$ cat config.mk
export PLATFORM = sky130hd
export DESIGN_NAME = power_switch_serial_channel
export DESIGN_NICKNAME = d
export VERILOG_FILES = /design/src/power_switch_serial_channel.v
export VERILOG_INCLUDE_DIRS = /design/src /design/src/src
export SDC_FILE = /design/constraint.sdc
export NUM_CORES = 1
export LEC_CHECK = 0
export BUFFER_PORTS_ARGS = -buffer_cell sky130_fd_sc_hd__clkbuf_2
export CAP_MARGIN = 40
export CORE_MARGIN = 8
export CORE_UTILIZATION = 45
export CTS_CLUSTER_SIZE = 14
export DETAILED_ROUTE_END_ITERATION = 6
export HOLD_SLACK_MARGIN = 0.05
export PLACE_DENSITY_LB_ADDON = 0.08
export SLEW_MARGIN = 10
export SYNTH_ARGS = -nofsm -noshare
export SYNTH_HDL_FRONTEND = slang
export SYNTH_SLANG_ARGS = --single-unit
$ cat constraint.sdc
create_clock -name pclk -period 2.11 [get_ports pclk]
set_clock_uncertainty 0.05 [all_clocks]
set_input_delay 0.422 -clock pclk [delete_from_list [all_inputs] [get_ports pclk]]
set_output_delay 0.422 -clock pclk [all_outputs]
set_load 0.005 [all_outputs]
$ cat src/power_switch_serial_channel_consts.vh
`ifndef POWER_SWITCH_SERIAL_CHANNEL_CONSTS_VH
`define POWER_SWITCH_SERIAL_CHANNEL_CONSTS_VH
// register byte offsets
`define REG_CTRL 8'h00
`define REG_DATA 8'h04
`define REG_SRCSEL 8'h08
`define REG_CMD 8'h0c
`define REG_TRIG 8'h10
`define REG_EMG_MASK 8'h14
`define REG_EMG_VALUE 8'h18
`define REG_FDIV 8'h1c
`define REG_RXDATA 8'h20
`define REG_STATUS 8'h24
`define REG_CLEAR 8'h28
`define REG_IEN 8'h2c
// control register fields
`define CTRL_TX_EN 0
`define CTRL_TRIG_LO 1
`define CTRL_TRIG_HI 2
`define CTRL_DATA_EN 3
`define CTRL_SEL_EN 4
`define CTRL_RX_EN 5
`define CTRL_RXSEL_LO 6
`define CTRL_RXSEL_HI 8
`define CTRL_RXDIV_LO 9
`define CTRL_RXDIV_HI 11
`define CTRL_RX12 12
`define CTRL_DMA_EN 13
`define CTRL_RESET 32'h0000_0000
// trigger modes
`define TRIG_SOFTWARE 2'h0
`define TRIG_TIMER 2'h1
`define TRIG_FREE 2'h2
// status / event bits
`define EV_TX_DONE 0
`define EV_RX_DONE 1
`define EV_PARITY 2
`define EV_COUNT 3
`define ST_TX_BUSY 8
`define ST_CMD_PEND 9
`define ST_EMERGENCY 10
// fractional divider: step / 1024 of pclk
`define FDIV_WIDTH 10
`define FDIV_RESET 10'h200
// spike filter length in pclk samples
`define SPIKE_LEN 3
`endif
$ cat src/power_switch_serial_channel.v
`timescale 1ns/1ns
`include "power_switch_serial_channel_consts.vh"
module power_switch_serial_channel (
   input wire pclk,
   input wire presetn,
   input wire psel,
   input wire penable,
   input wire pwrite,
   input wire [7:0] paddr,
   input wire [31:0] pwdata,
   output reg [31:0] prdata,
   output reg pready,
   output reg pslverr,
   input wire [15:0] alternate_data_low,
   input wire [15:0] alternate_data_high,
   input wire timer_trigger,
   input wire emergency_stop,
   input wire [7:0] upstream_serial_inputs,
   output reg shift_clock,
   output reg shift_data,
   output reg [5:0] select_out,
   output reg irq,
   output reg dma_req
);
   localparam S_IDLE = 1'b0;
   localparam S_SEND = 1'b1;
   localparam R_IDLE = 2'h0;
   localparam R_START = 2'h1;
   localparam R_BITS = 2'h2;
   // receive divisor 8 << sel, sel 0..6
   function [9:0] rx_divisor;
      input [2:0] sel;
      begin
         if (sel > 3'h6)
            rx_divisor = 10'h200;
         else
            rx_divisor = 10'h008 << sel;
      end
   endfunction
   reg [31:0] ctrl;
   reg [31:0] data_word;
   reg [31:0] srcsel;
   reg [15:0] cmd_word;
   reg [31:0] emg_mask;
   reg [31:0] emg_value;
   reg [`FDIV_WIDTH-1:0] fdiv;
   reg [15:0] rx_data;
   reg [`EV_COUNT-1:0] status;
   reg [`EV_COUNT-1:0] ien;
   reg cmd_pend;
   reg sw_pend;
   reg emg_s1, emg_s2, tmr_s1, tmr_s2, tmr_d;
   reg tx_state;
   reg tick;

   // apb: one wait state, then pready for one cycle
   wire apb_done = psel & penable & pready;
   wire wr = apb_done & pwrite;
   reg [31:0] rd_val;
   reg rd_ok;
   always @* begin
      rd_val = 32'h0000_0000;
      rd_ok = 1'b1;
      if (paddr == `REG_CTRL)
         rd_val = ctrl;
      else if (paddr == `REG_DATA)
         rd_val = data_word;
      else if (paddr == `REG_SRCSEL)
         rd_val = srcsel;
      else if (paddr == `REG_CMD)
         rd_val = {16'h0000, cmd_word};
      else if (paddr == `REG_TRIG || paddr == `REG_CLEAR)
         rd_val = 32'h0000_0000;
      else if (paddr == `REG_EMG_MASK)
         rd_val = emg_mask;
      else if (paddr == `REG_EMG_VALUE)
         rd_val = emg_value;
      else if (paddr == `REG_FDIV)
         rd_val = {22'h000000, fdiv};
      else if (paddr == `REG_RXDATA)
         rd_val = {16'h0000, rx_data};
      else if (paddr == `REG_STATUS)
         rd_val = {21'h000000, emg_s2, cmd_pend, tx_state, 5'h00, status};
      else if (paddr == `REG_IEN)
         rd_val = {29'h00000000, ien};
      else
         rd_ok = 1'b0;
   end

   always @(posedge pclk or negedge presetn) begin
      if (!presetn) begin
         pready <= 1'b0;
         pslverr <= 1'b0;
         prdata <= 32'h0000_0000;
      end else begin
         pready <= psel & penable & ~pready;
         pslverr <= psel & penable & ~pready & ~rd_ok;
         if (psel & penable & ~pready & ~pwrite)
            prdata <= rd_val;
      end
   end

   // synchronisers for pin-level inputs
   reg [7:0] sdi_s1, sdi_s2;
   always @(posedge pclk or negedge presetn) begin
      if (!presetn) begin
         emg_s1 <= 1'b0;
         emg_s2 <= 1'b0;
         tmr_s1 <= 1'b0;
         tmr_s2 <= 1'b0;
         tmr_d <= 1'b0;
         sdi_s1 <= 8'hff;
         sdi_s2 <= 8'hff;
      end else begin
         emg_s1 <= emergency_stop;
         emg_s2 <= emg_s1;
         tmr_s1 <= timer_trigger;
         tmr_s2 <= tmr_s1;
         if (tick) // edge held until a tick; a trigger shorter than a tick gap is lost unless it spans a tick
            tmr_d <= tmr_s2;
         sdi_s1 <= upstream_serial_inputs;
         sdi_s2 <= sdi_s1;
      end
   end

   // fractional divider: carry of the accumulator is the module clock tick
   reg [`FDIV_WIDTH-1:0] acc;
   wire [`FDIV_WIDTH:0] acc_sum = {1'b0, acc} + {1'b0, fdiv};
   always @(posedge pclk or negedge presetn) begin
      if (!presetn) begin
         acc <= {`FDIV_WIDTH{1'b0}};
         tick <= 1'b0;
      end else begin
         acc <= acc_sum[`FDIV_WIDTH-1:0];
         tick <= acc_sum[`FDIV_WIDTH];
      end
   end
   // downstream source mixing and emergency override
   wire [31:0] alt_word = {alternate_data_high, alternate_data_low};
   wire [31:0] src_word = (data_word & ~srcsel) | (alt_word & srcsel);
   wire [31:0] emg_word = (src_word & ~emg_mask) | (emg_value & emg_mask);
   wire [31:0] tx_word = emg_s2 ? emg_word : src_word;
   wire [1:0] trig_mode = ctrl[`CTRL_TRIG_HI:`CTRL_TRIG_LO];
   wire sel_en = ctrl[`CTRL_SEL_EN];
   wire data_go = (trig_mode == `TRIG_SOFTWARE) ? sw_pend :
                  (trig_mode == `TRIG_TIMER) ? (tmr_s2 & ~tmr_d) :
                  (trig_mode == `TRIG_FREE);

   reg phase;
   reg [32:0] shreg;
   reg [5:0] bits_left;
   reg [5:0] bit_idx;
   reg [1:0] frame_kind;
   reg tx_done_pulse;
   wire tx_start = tx_state == S_IDLE && ctrl[`CTRL_TX_EN] && tick && (cmd_pend | data_go);
   always @(posedge pclk or negedge presetn) begin
      if (!presetn) begin
         tx_state <= S_IDLE;
         phase <= 1'b0;
         shreg <= 33'h0_0000_0000;
         bits_left <= 6'h00;
         bit_idx <= 6'h00;
         frame_kind <= 2'h0;
         tx_done_pulse <= 1'b0;
         shift_clock <= 1'b0;
         shift_data <= 1'b0;
         select_out <= 6'h00;
      end else begin
         tx_done_pulse <= 1'b0;
         case (tx_state)
            S_IDLE: begin
               shift_clock <= 1'b0;
               select_out <= 6'h00;
               if (tx_start) begin
                  // command beats data; data disabled gives a passive frame
                  if (cmd_pend) begin
                     frame_kind <= 2'h1;
                     shreg <= {16'h0000, cmd_word, 1'b0};
                     bits_left <= sel_en ? 6'd17 : 6'd16;
                  end else if (ctrl[`CTRL_DATA_EN]) begin
                     frame_kind <= 2'h0;
                     shreg <= {tx_word, 1'b1};
                     bits_left <= sel_en ? 6'd33 : 6'd32;
                  end else begin
                     frame_kind <= 2'h2;
                     shreg <= 33'h0_0000_0000;
                     bits_left <= sel_en ? 6'd33 : 6'd32;
                  end
                  bit_idx <= sel_en ? 6'd0 : 6'd1;
                  phase <= 1'b0;
                  tx_state <= S_SEND;
               end
            end
            S_SEND: begin
               if (tick) begin
                  phase <= ~phase;
                  shift_clock <= phase;
                  if (!phase && bits_left == 6'd0) begin
                     tx_state <= S_IDLE;
                     select_out <= 6'h00;
                     shift_data <= 1'b0;
                     tx_done_pulse <= 1'b1;
                  end else if (!phase) begin
                     shift_data <= shreg[bit_idx];
                     select_out[0] <= frame_kind == 2'h0 && bit_idx != 6'd0 && bit_idx < 6'd17;
                     select_out[1] <= frame_kind == 2'h0 && bit_idx >= 6'd17;
                     select_out[2] <= frame_kind == 2'h1;
                     select_out[3] <= bit_idx == 6'd0;
                     select_out[4] <= frame_kind != 2'h2;
                     select_out[5] <= frame_kind == 2'h2;
                     bit_idx <= bit_idx + 6'd1;
                     bits_left <= bits_left - 6'd1;
                  end
               end
            end
            default: tx_state <= S_IDLE;
         endcase
      end
   end

   // upstream: selector, spike filter, asynchronous receiver
   wire sdi_pick = sdi_s2[ctrl[`CTRL_RXSEL_HI:`CTRL_RXSEL_LO]];
   reg [`SPIKE_LEN-1:0] filt_hist;
   reg rx_line;
   always @(posedge pclk or negedge presetn) begin
      if (!presetn) begin
         filt_hist <= {`SPIKE_LEN{1'b1}};
         rx_line <= 1'b1;
      end else begin
         filt_hist <= {filt_hist[`SPIKE_LEN-2:0], sdi_pick};
         // level moves only after a full run of equal samples
         if (&filt_hist)
            rx_line <= 1'b1;
         else if (~|filt_hist)
            rx_line <= 1'b0;
      end
   end

   wire [9:0] rx_div = rx_divisor(ctrl[`CTRL_RXDIV_HI:`CTRL_RXDIV_LO]);
   wire [4:0] rx_len = ctrl[`CTRL_RX12] ? 5'd12 : 5'd16;
   reg [1:0] rx_state;
   reg [9:0] rx_cnt;
   reg [4:0] rx_bit;
   reg [15:0] rx_shift;
   reg rx_par;
   reg rx_done_pulse;
   reg par_err_pulse;
   always @(posedge pclk or negedge presetn) begin
      if (!presetn) begin
         rx_state <= R_IDLE;
         rx_cnt <= 10'h000;
         rx_bit <= 5'h00;
         rx_shift <= 16'h0000;
         rx_par <= 1'b0;
         rx_data <= 16'h0000;
         rx_done_pulse <= 1'b0;
         par_err_pulse <= 1'b0;
      end else begin
         rx_done_pulse <= 1'b0;
         par_err_pulse <= 1'b0;
         case (rx_state)
            R_IDLE: begin
               rx_cnt <= 10'h000;
               if (ctrl[`CTRL_RX_EN] && !rx_line)
                  rx_state <= R_START;
            end
            R_START: begin
               if (tick) begin
                  rx_cnt <= rx_cnt + 10'h001;
                  if (rx_cnt == (rx_div >> 1) - 10'h001) begin
                     rx_cnt <= 10'h000;
                     rx_bit <= 5'h00;
                     rx_par <= 1'b0;
                     rx_state <= rx_line ? R_IDLE : R_BITS;
                  end
               end
            end
            R_BITS: begin
               if (tick) begin
                  rx_cnt <= rx_cnt + 10'h001;
                  if (rx_cnt == rx_div - 10'h001) begin
                     rx_cnt <= 10'h000;
                     rx_bit <= rx_bit + 5'h01;
                     if (rx_bit < rx_len) begin
                        rx_shift[rx_bit[3:0]] <= rx_line;
                        rx_par <= rx_par ^ rx_line;
                     end else if (rx_bit == rx_len) begin
                        par_err_pulse <= rx_par ^ rx_line;
                     end else begin
                        rx_data <= ctrl[`CTRL_RX12] ? {4'h0, rx_shift[11:0]} : rx_shift;
                        rx_done_pulse <= 1'b1;
                        rx_state <= R_IDLE;
                     end
                  end
               end
            end
            default: rx_state <= R_IDLE;
         endcase
      end
   end

   // register writes, sticky events, request outputs
   wire [`EV_COUNT-1:0] events = {par_err_pulse, rx_done_pulse, tx_done_pulse};
   wire [`EV_COUNT-1:0] clr = (wr && paddr == `REG_CLEAR) ? pwdata[`EV_COUNT-1:0] :
                              {`EV_COUNT{1'b0}};
   always @(posedge pclk or negedge presetn) begin
      if (!presetn) begin
         ctrl <= `CTRL_RESET;
         data_word <= 32'h0000_0000;
         srcsel <= 32'h0000_0000;
         cmd_word <= 16'h0000;
         emg_mask <= 32'h0000_0000;
         emg_value <= 32'h0000_0000;
         fdiv <= `FDIV_RESET;
         ien <= {`EV_COUNT{1'b0}};
         status <= {`EV_COUNT{1'b0}};
         cmd_pend <= 1'b0;
         sw_pend <= 1'b0;
         irq <= 1'b0;
         dma_req <= 1'b0;
      end else begin
         if (wr && paddr == `REG_CTRL)
            ctrl <= pwdata;
         if (wr && paddr == `REG_DATA)
            data_word <= pwdata;
         if (wr && paddr == `REG_SRCSEL)
            srcsel <= pwdata;
         if (wr && paddr == `REG_EMG_MASK)
            emg_mask <= pwdata;
         if (wr && paddr == `REG_EMG_VALUE)
            emg_value <= pwdata;
         if (wr && paddr == `REG_FDIV)
            fdiv <= pwdata[`FDIV_WIDTH-1:0];
         if (wr && paddr == `REG_IEN)
            ien <= pwdata[`EV_COUNT-1:0];
         if (wr && paddr == `REG_CMD) begin
            cmd_word <= pwdata[15:0];
            cmd_pend <= 1'b1;
         end else if (tx_start)
            cmd_pend <= 1'b0;
         if (wr && paddr == `REG_TRIG && pwdata[0])
            sw_pend <= 1'b1;
         else if (tx_start && !cmd_pend && trig_mode == `TRIG_SOFTWARE)
            sw_pend <= 1'b0;
         // a new event wins over a clear in the same cycle
         status <= (status & ~clr) | events;
         irq <= |(((status & ~clr) | events) & ien);
         dma_req <= rx_done_pulse & ctrl[`CTRL_DMA_EN];
      end
   end
endmodule // power_switch_serial_channel

; Word-level counts from Yosys, hierarchy flattened
; Index checks and enable logic that the tools add are counted.
[word_totals]
regBits = 376
latch_bits = 0
ramBits = 0
romBits = 0
output_inout_bits = 44
n_memories = 0
[classes]
n_addsub = 7
multipliers = 0
div_mod_pow = 0
n_lt_le_gt_ge = 8
n_eq_ne = 36
n_shift = 1
muxes = 112
bitwise = 30
n_reduce_logical = 51
[ops]
columns = operator, count
row1 = 2-to-1 mux 32 bit, 8
row2 = AND 32 bit, 4
row3 = 2-to-1 mux 6 bit, 12
row4 = 2-to-1 mux 33 bit, 2
row5 = inverter 32 bit, 2
row6 = bitwise OR 32 bit, 2
row7 = 2-to-1 mux 1 bit, 50
row8 = 2-to-1 mux 10 bit, 5
row9 = 2-to-1 mux 16 bit, 3
row10 = one-hot mux 6 bit (2 select lines), 3
row11 = "equality test 8 x 5 -> 1 bit, second input constant", 4
row12 = "equality test 8 x 6 -> 1 bit, second input constant", 4
row13 = one-hot mux 10 bit (3 select lines), 1
row14 = "!= test 2 bit, second input constant", 13
row15 = 2-to-1 mux 5 bit, 5
row16 = logical AND 1 bit, 22
row17 = equality test 10 bit, 2
row18 = 2-to-1 mux 2 bit, 10
row19 = bitwise mux 16 bit, 1
row20 = "equality test 8 x 4 -> 1 bit, second input constant", 2
row21 = zero test 6 bit, 2
row22 = adder 10 x 10 -> 11 bit, 1
row23 = 2-to-1 mux 11 bit, 1
row24 = "adder 10 x 1 -> 10 bit, second input constant", 1
row25 = other kinds (48), 85

; Logic depth before layout (Yosys ltp)
[depth]
word_depth = 14
mapped_depth = 11
mapped_depth_nobuf = 10

; Least setup slack after synthesis
; OpenSTA, ideal clock, no wires.
[synth_timing]
kind = register to register
startpoint = register bits_left[0]
endpoint = register bits_left[3]
arrival_time_ns = 2.120
setup_slack_ns = -0.193
path_stages_with_launch = 10
synth_period_minus_slack_ns = 2.303
cell_sequence = dfrtp_1 -> inv_1 -> ha_1 -> or3b_2 -> nor4_1 -> o21ai_0 -> a21boi_4 -> nor4b_1 -> xnor2_1 -> nor2_1
[synth_via]
elab_chain_cells = 5
elab_cells_between_ends = 9
classes_between = add/sub (1) / eq/ne (1) / mux (4) / reduce/logical (3)
[synth_rtl]
columns = item, line
row1 = start: declaration, power_switch_serial_channel.v:151  ; reg [5:0] bits_left;
row2 = start signal: assignment, power_switch_serial_channel.v:179  ; bits_left <= sel_en ? 6'd17 : 6'd16;
row3 = start signal: assignment, power_switch_serial_channel.v:183  ; bits_left <= sel_en ? 6'd33 : 6'd32;
row4 = start signal: assignment, power_switch_serial_channel.v:187  ; bits_left <= sel_en ? 6'd33 : 6'd32;
row5 = subtractor 6 x 1 -> 6 bit, power_switch_serial_channel.v:212  ; bits_left <= bits_left - 6'd1;
row6 = 2-to-1 mux 6 bit, power_switch_serial_channel.v:203  ; end else if (!phase) begin
row7 = 2-to-1 mux 6 bit, power_switch_serial_channel.v:198  ; if (!phase && bits_left == 6'd0) begin
row8 = 2-to-1 mux 6 bit, power_switch_serial_channel.v:195  ; if (tick) begin
row9 = one-hot mux 6 bit (2 select lines), power_switch_serial_channel.v:170  ; case (tx_state)
; Several ways; a longest one is shown, not always the timed one. The select of a mux whose other input is x is not followed.
; A chain may end at the register's enable or synchronous reset.

; Worst setup path after layout
[layout_timing]
startpoint = register ctrl[10]
endpoint = register rx_shift[15]
[layout_via]
elab_chain_cells = 5
elab_cells_between_ends = 6
classes_between = add/sub (1) / order compare (1) / eq/ne (1) / shift (1) / mux (1) / reduce/logical (1)
[layout_rtl]
columns = item, line
row1 = start: declaration, power_switch_serial_channel.v:40  ; reg [31:0] ctrl;
row2 = start signal: assignment, power_switch_serial_channel.v:308  ; ctrl <= `CTRL_RESET;
row3 = start signal: assignment, power_switch_serial_channel.v:323  ; ctrl <= pwdata;
row4 = > comparator 3 bit / << shifter 4 x 3 -> 10 bit (equally long branches), "power_switch_serial_channel.v:34, power_switch_serial_channel.v:37"
row5 = 2-to-1 mux 10 bit (*), power_switch_serial_channel.v:34  ; if (sel > 3'h6)
row6 = subtractor 10 x 1 -> 10 bit (*), power_switch_serial_channel.v:281  ; if (rx_cnt == rx_div - 10'h001) begin
row7 = equality test 10 bit (*), power_switch_serial_channel.v:281
row8 = AND reduction 4 bit (no source line) (*), --
row9 = end signal: indexed assignment, power_switch_serial_channel.v:285  ; rx_shift[rx_bit[3:0]] <= rx_line;
row10 = end: declaration, power_switch_serial_channel.v:244  ; reg [15:0] rx_shift;
; Every way passes the cells marked *; elsewhere a longest branch is shown, timed or not.

==> key figures <==
Outcome
  • Status: finished with violations
  • Violated checks: negative setup slack

Worst setup path
  • Max incr delay on CP: ~0.47 ns
  • Arrival @ worst endpoint: between 2 and 3 ns
  • Endpoint type of the worst setup path: flip-flop
  • Crit Path Class: reg2reg
  • Worst path required time: around 2.5 ns
  • Startpoint types: flip-flop
  • Crit path max fanout: 8
  • Delay-heaviest family, CP: simple AND/OR/NAND/NOR gates
  • CP Cell Sequence: or3_4 > o21ai_2 > a41oi_2 > buf_4 > nor2_4 > nand3_4 > nor3_4 > mux2_4
  • Crit path buf inv count: 1
  • Crit path max-delay cell type: dfrtp_2

STA
  • Post-route minimum period: 2.31 ns
  • RSZ-0062 raised after global routing: true
  • Worst setup margin: -0.196 ns
  • Max-slew headroom: about half
  • Max-slew violation count: 0
  • Endpoints failing setup: between 40 and 50
  • Setup_tns: -5.46 ns
  • Final Hold Violating Endpoints: 0
  • Worst Tran Pin Value: roughly 0.75 ns
  • Final worst-path cycle share: 109%
  • FMAX: 434 MHz
  • Post-Route Hold Slack: 0.0985 ns

Finish
  • Share of layout cells above drive strength 1: 37.9%
  • Design area: around 23000 um^2
  • Final Core Density: between 50% and 60%
  • Final net count: 1995
  • Fill count: 3379
  • Area Growth Syn to Fin: 27.5%
  • N_diodes: 0
  • Non-Filler Instances: ~2.4k

Placed design
  • IO Port Bufs: 130
  • Inst Count DP: 2331
  • Total placed instance area: 20800 um^2
  • DPL Wire Length: between 30000 and 40000 um
  • Gpl congestion: between 0.8 and 0.9

Clock tree
  • CTS tree: done
  • CTS sink count: between 300 and 400
  • # H-tree levels: 2
  • Clock root cell: clkbuf_16
  • Clk buf depth: 3
  • Clock-pin slew on the worst setup and hold paths: roughly 0.06 ns
  • Worst-Skew Late Latency: between 0.5 and 0.6 ns
  • Num CTS Buffers: between 40 and 50

Die
  • Starting Density: a little under half
  • Die W: approximately 220 um
  • I/O Pins: 131
  • Die Span Y: around 220 um
  • Core area: about 40000 um^2
  • Row count: 73
  • DIE AREA: ~47000 um^2

Synthesis
  • Synthesized area: between 15000 and 20000 um^2
  • Asr flop ratio synth: 100%
  • Area leader, netlist: dfrtp_1
  • Largest cells by area after synthesis: dfrtp_1, mux2_2, o21ai_0
  • Mapped Nets: around 1.7k
  • Syn avg cell area: 11.3 um^2
  • Number of synthesized register bits: 376
  • Post-synth EDFFs: 0
  • Dominant synthesized flop cell: dfrtp_1
  • Unique masters post-synth: 76
  • Synth Warn #: 0
  • Seq/Total Area, Yosys: a little over half
  • Mapped Cells: roughly 1.6k
  • Synth top area share: 49.2%

Flow run
  • Max-Cap Viols: 0

Global routing
  • Total grt overflow: 0
  • Vias in the first global route: ~14k
  • Initial antenna violation count: 0
  • GRT Resource Usage Total: 22.3%
  • First-pass GRT wire length: roughly 82000 um
  • Largest net degree at the start of global routing: 58

Routing
  • Routed wire length: ~53000 um
  • Starting DRT DRC Count: approximately 820
  • Routed WL per cell: between 20 and 25 um
  • DRC: 0
  • DR vias: about 14k
  • Drt pass-1 iters: 5
  • Vias per cell: around 5.6
  • ANT nets after route: 0

Pwr
  • Total net switching power: about 4200 uW
  • Switching share of power: about 24%
  • Pwr Density: 752 nW/um^2
  • Flop pwr share: 43.5%
  • Comb pwr share: 11.1%
  • Int Pwr: about 13000 uW
  • Max VDD drop: between 0.4 and 0.5 mV
  • Leak: approximately 0.011 uW
  • Clock share of power: a little under half

Min path
  • Hold Crit Class: in2reg
-- through the flow --
step | power [uW] | setup WS [ns]
global route | 18000 | -0.296
CTS | 17400 | -0.165
global placement | 9380 | -0.295
finish | 17300 | -0.196
detailed placement | 9420 | -0.351
floorplan | 8490 | -0.0802
-- worst reg2reg max path, stage by stage, from the launching register on --
cell and delay (ns):
dfrtp_2 0.47, or3_4 0.39, o21ai_2 0.07, a41oi_2 0.13
buf_4 0.18, nor2_4 0.23, nand3_4 0.17, nor3_4 0.18
mux2_4 0.32
-- final cells by class --
type                       instances  area (um^2)  share of cell area (%)
multi-input combinational       1098         8660                    37.6
tap                              525          657                    2.85
sequential                       376         9440                    41.0
timing repair buffer             334         2650                    11.5
clock inverter                    13          168                   0.728
inverter                          28          105                   0.457
clock buffer                      64         1330                    5.78
-- layer usage --
layer | up-vias | part of all wire, % | GRT usage [%]
met5 | - | 0 | 0
met3 | 74 | 3.8 | 3.27
li1 | 6444 | - | -
met2 | 251 | 48 | 36.6
met1 | 6909 | 46 | 30.3
met4 | 0 | 2.3 | 6.76
-- power by group through the flow --
stage	clock (uW)	sequential, uW	combinational [uW]
floorplan	0	7620	871
global placement	0	7640	1740
detailed placement	0	7650	1770
CTS	8040	7520	1870
global route	8340	7530	2120
finish	7870	7520	1910
-- placed cells by master (no fill, tap or decap), types with 14 or more instances in the layout --
cell and n:
mux2i_1 51, buf_4 153, a21oi_1 62, o31ai_1 19, ha_1 23, a221oi_1 23, dfrtp_1 349, a22oi_1 22
dfstp_2 21, nand2_1 162, o21ai_0 140, a211oi_1 21, a31oi_1 17, clkbuf_16 49, o21ai_1 14, nand3_1 15
nor2_1 52, mux2_2 189, clkbuf_2 129, buf_12 29, nor3_1 22, mux2_4 24, inv_1 26
-- synthesized netlist by cell type, drive strengths merged, types with 10 or more instances --
| library cell | n |
|---|---|
| a221oi | 23 |
| nor4 | 13 |
| nor2 | 58 |
| and3 | 10 |
| mux4 | 11 |
| o31ai | 24 |
| a21oi | 66 |
| nor2b | 11 |
| a22oi | 22 |
| o21ai | 159 |
| mux2i | 51 |
| a211oi | 24 |
| nand3 | 18 |
| nand4 | 11 |
| nand2b | 12 |
| nand2 | 166 |
| inv | 28 |
| xnor2 | 10 |
| nor3 | 34 |
| a31oi | 18 |
| dfrtp | 355 |
| a21o | 13 |
| ha | 26 |
| dfstp | 21 |
| clkbuf | 58 |
| buf | 41 |
| mux2 | 219 |
| o22ai | 13 |
-- timing repair --
action / 4_1_cts / 5_1_grt
cloned: 1 / 1
hold endpoints to repair: 47 / 0
setup endpoints to repair: 60 / 79
resized for setup: 44 / 53
buffers inserted: 13 / 4
pin swaps: 18 / 25
hold buffers: 11 / 0
-- cell families (layout without fill, tap and decap cells) --
| kind of cell | after synthesis | in the layout | share of synthesized area [%] |
|---|---|---|---|
| AOI/OAI and AO/OA | 404 | 405 | 14.0 |
| xor gates and xnor gates | 17 | 17 | 0.824 |
| adders and majority gates | 27 | 27 | 1.91 |
| buffers and inverters | 127 | 439 | 2.99 |
| DFF | 376 | 376 | 52.2 |
| muxes | 281 | 281 | 18.1 |
| and+or+nand+nor | 368 | 368 | 9.88 |
-- final timing paths --
check | slack [ns] | cells past startpoint | to | startpoint
min in group asynchronous | 0.34 | 2 | select_out[4] | presetn
hold / removal | 0.1 | 3 | pready | penable
max in group asynchronous | 0.92 | 3 | sdi_s2[1] | presetn
setup / recovery | -0.20 | 8 | rx_shift[15] | ctrl[10]
hold reg to reg | 0.30 | 0 | emg_s2 | emg_s1
setup reg to reg | -0.20 | 8 | rx_shift[15] | ctrl[10]
-- sequential cells by signal, indices dropped and copies added (netlist names), 3 cells and up --
signal / flops
shreg: 33
ctrl: 32
bit_idx: 6
rx_shift: 16
sdi_s2: 8
prdata: 32
bits_left: 6
status: 3
data_word: 32
rx_cnt: 10
rx_bit: 5
ien: 3
sdi_s1: 8
filt_hist: 3
emg_value: 32
emg_mask: 32
select_out: 6
rx_data: 16
fdiv: 10
cmd_word: 16
acc: 10
srcsel: 32
No activity file was read; power rests on OpenSTA's default activity.
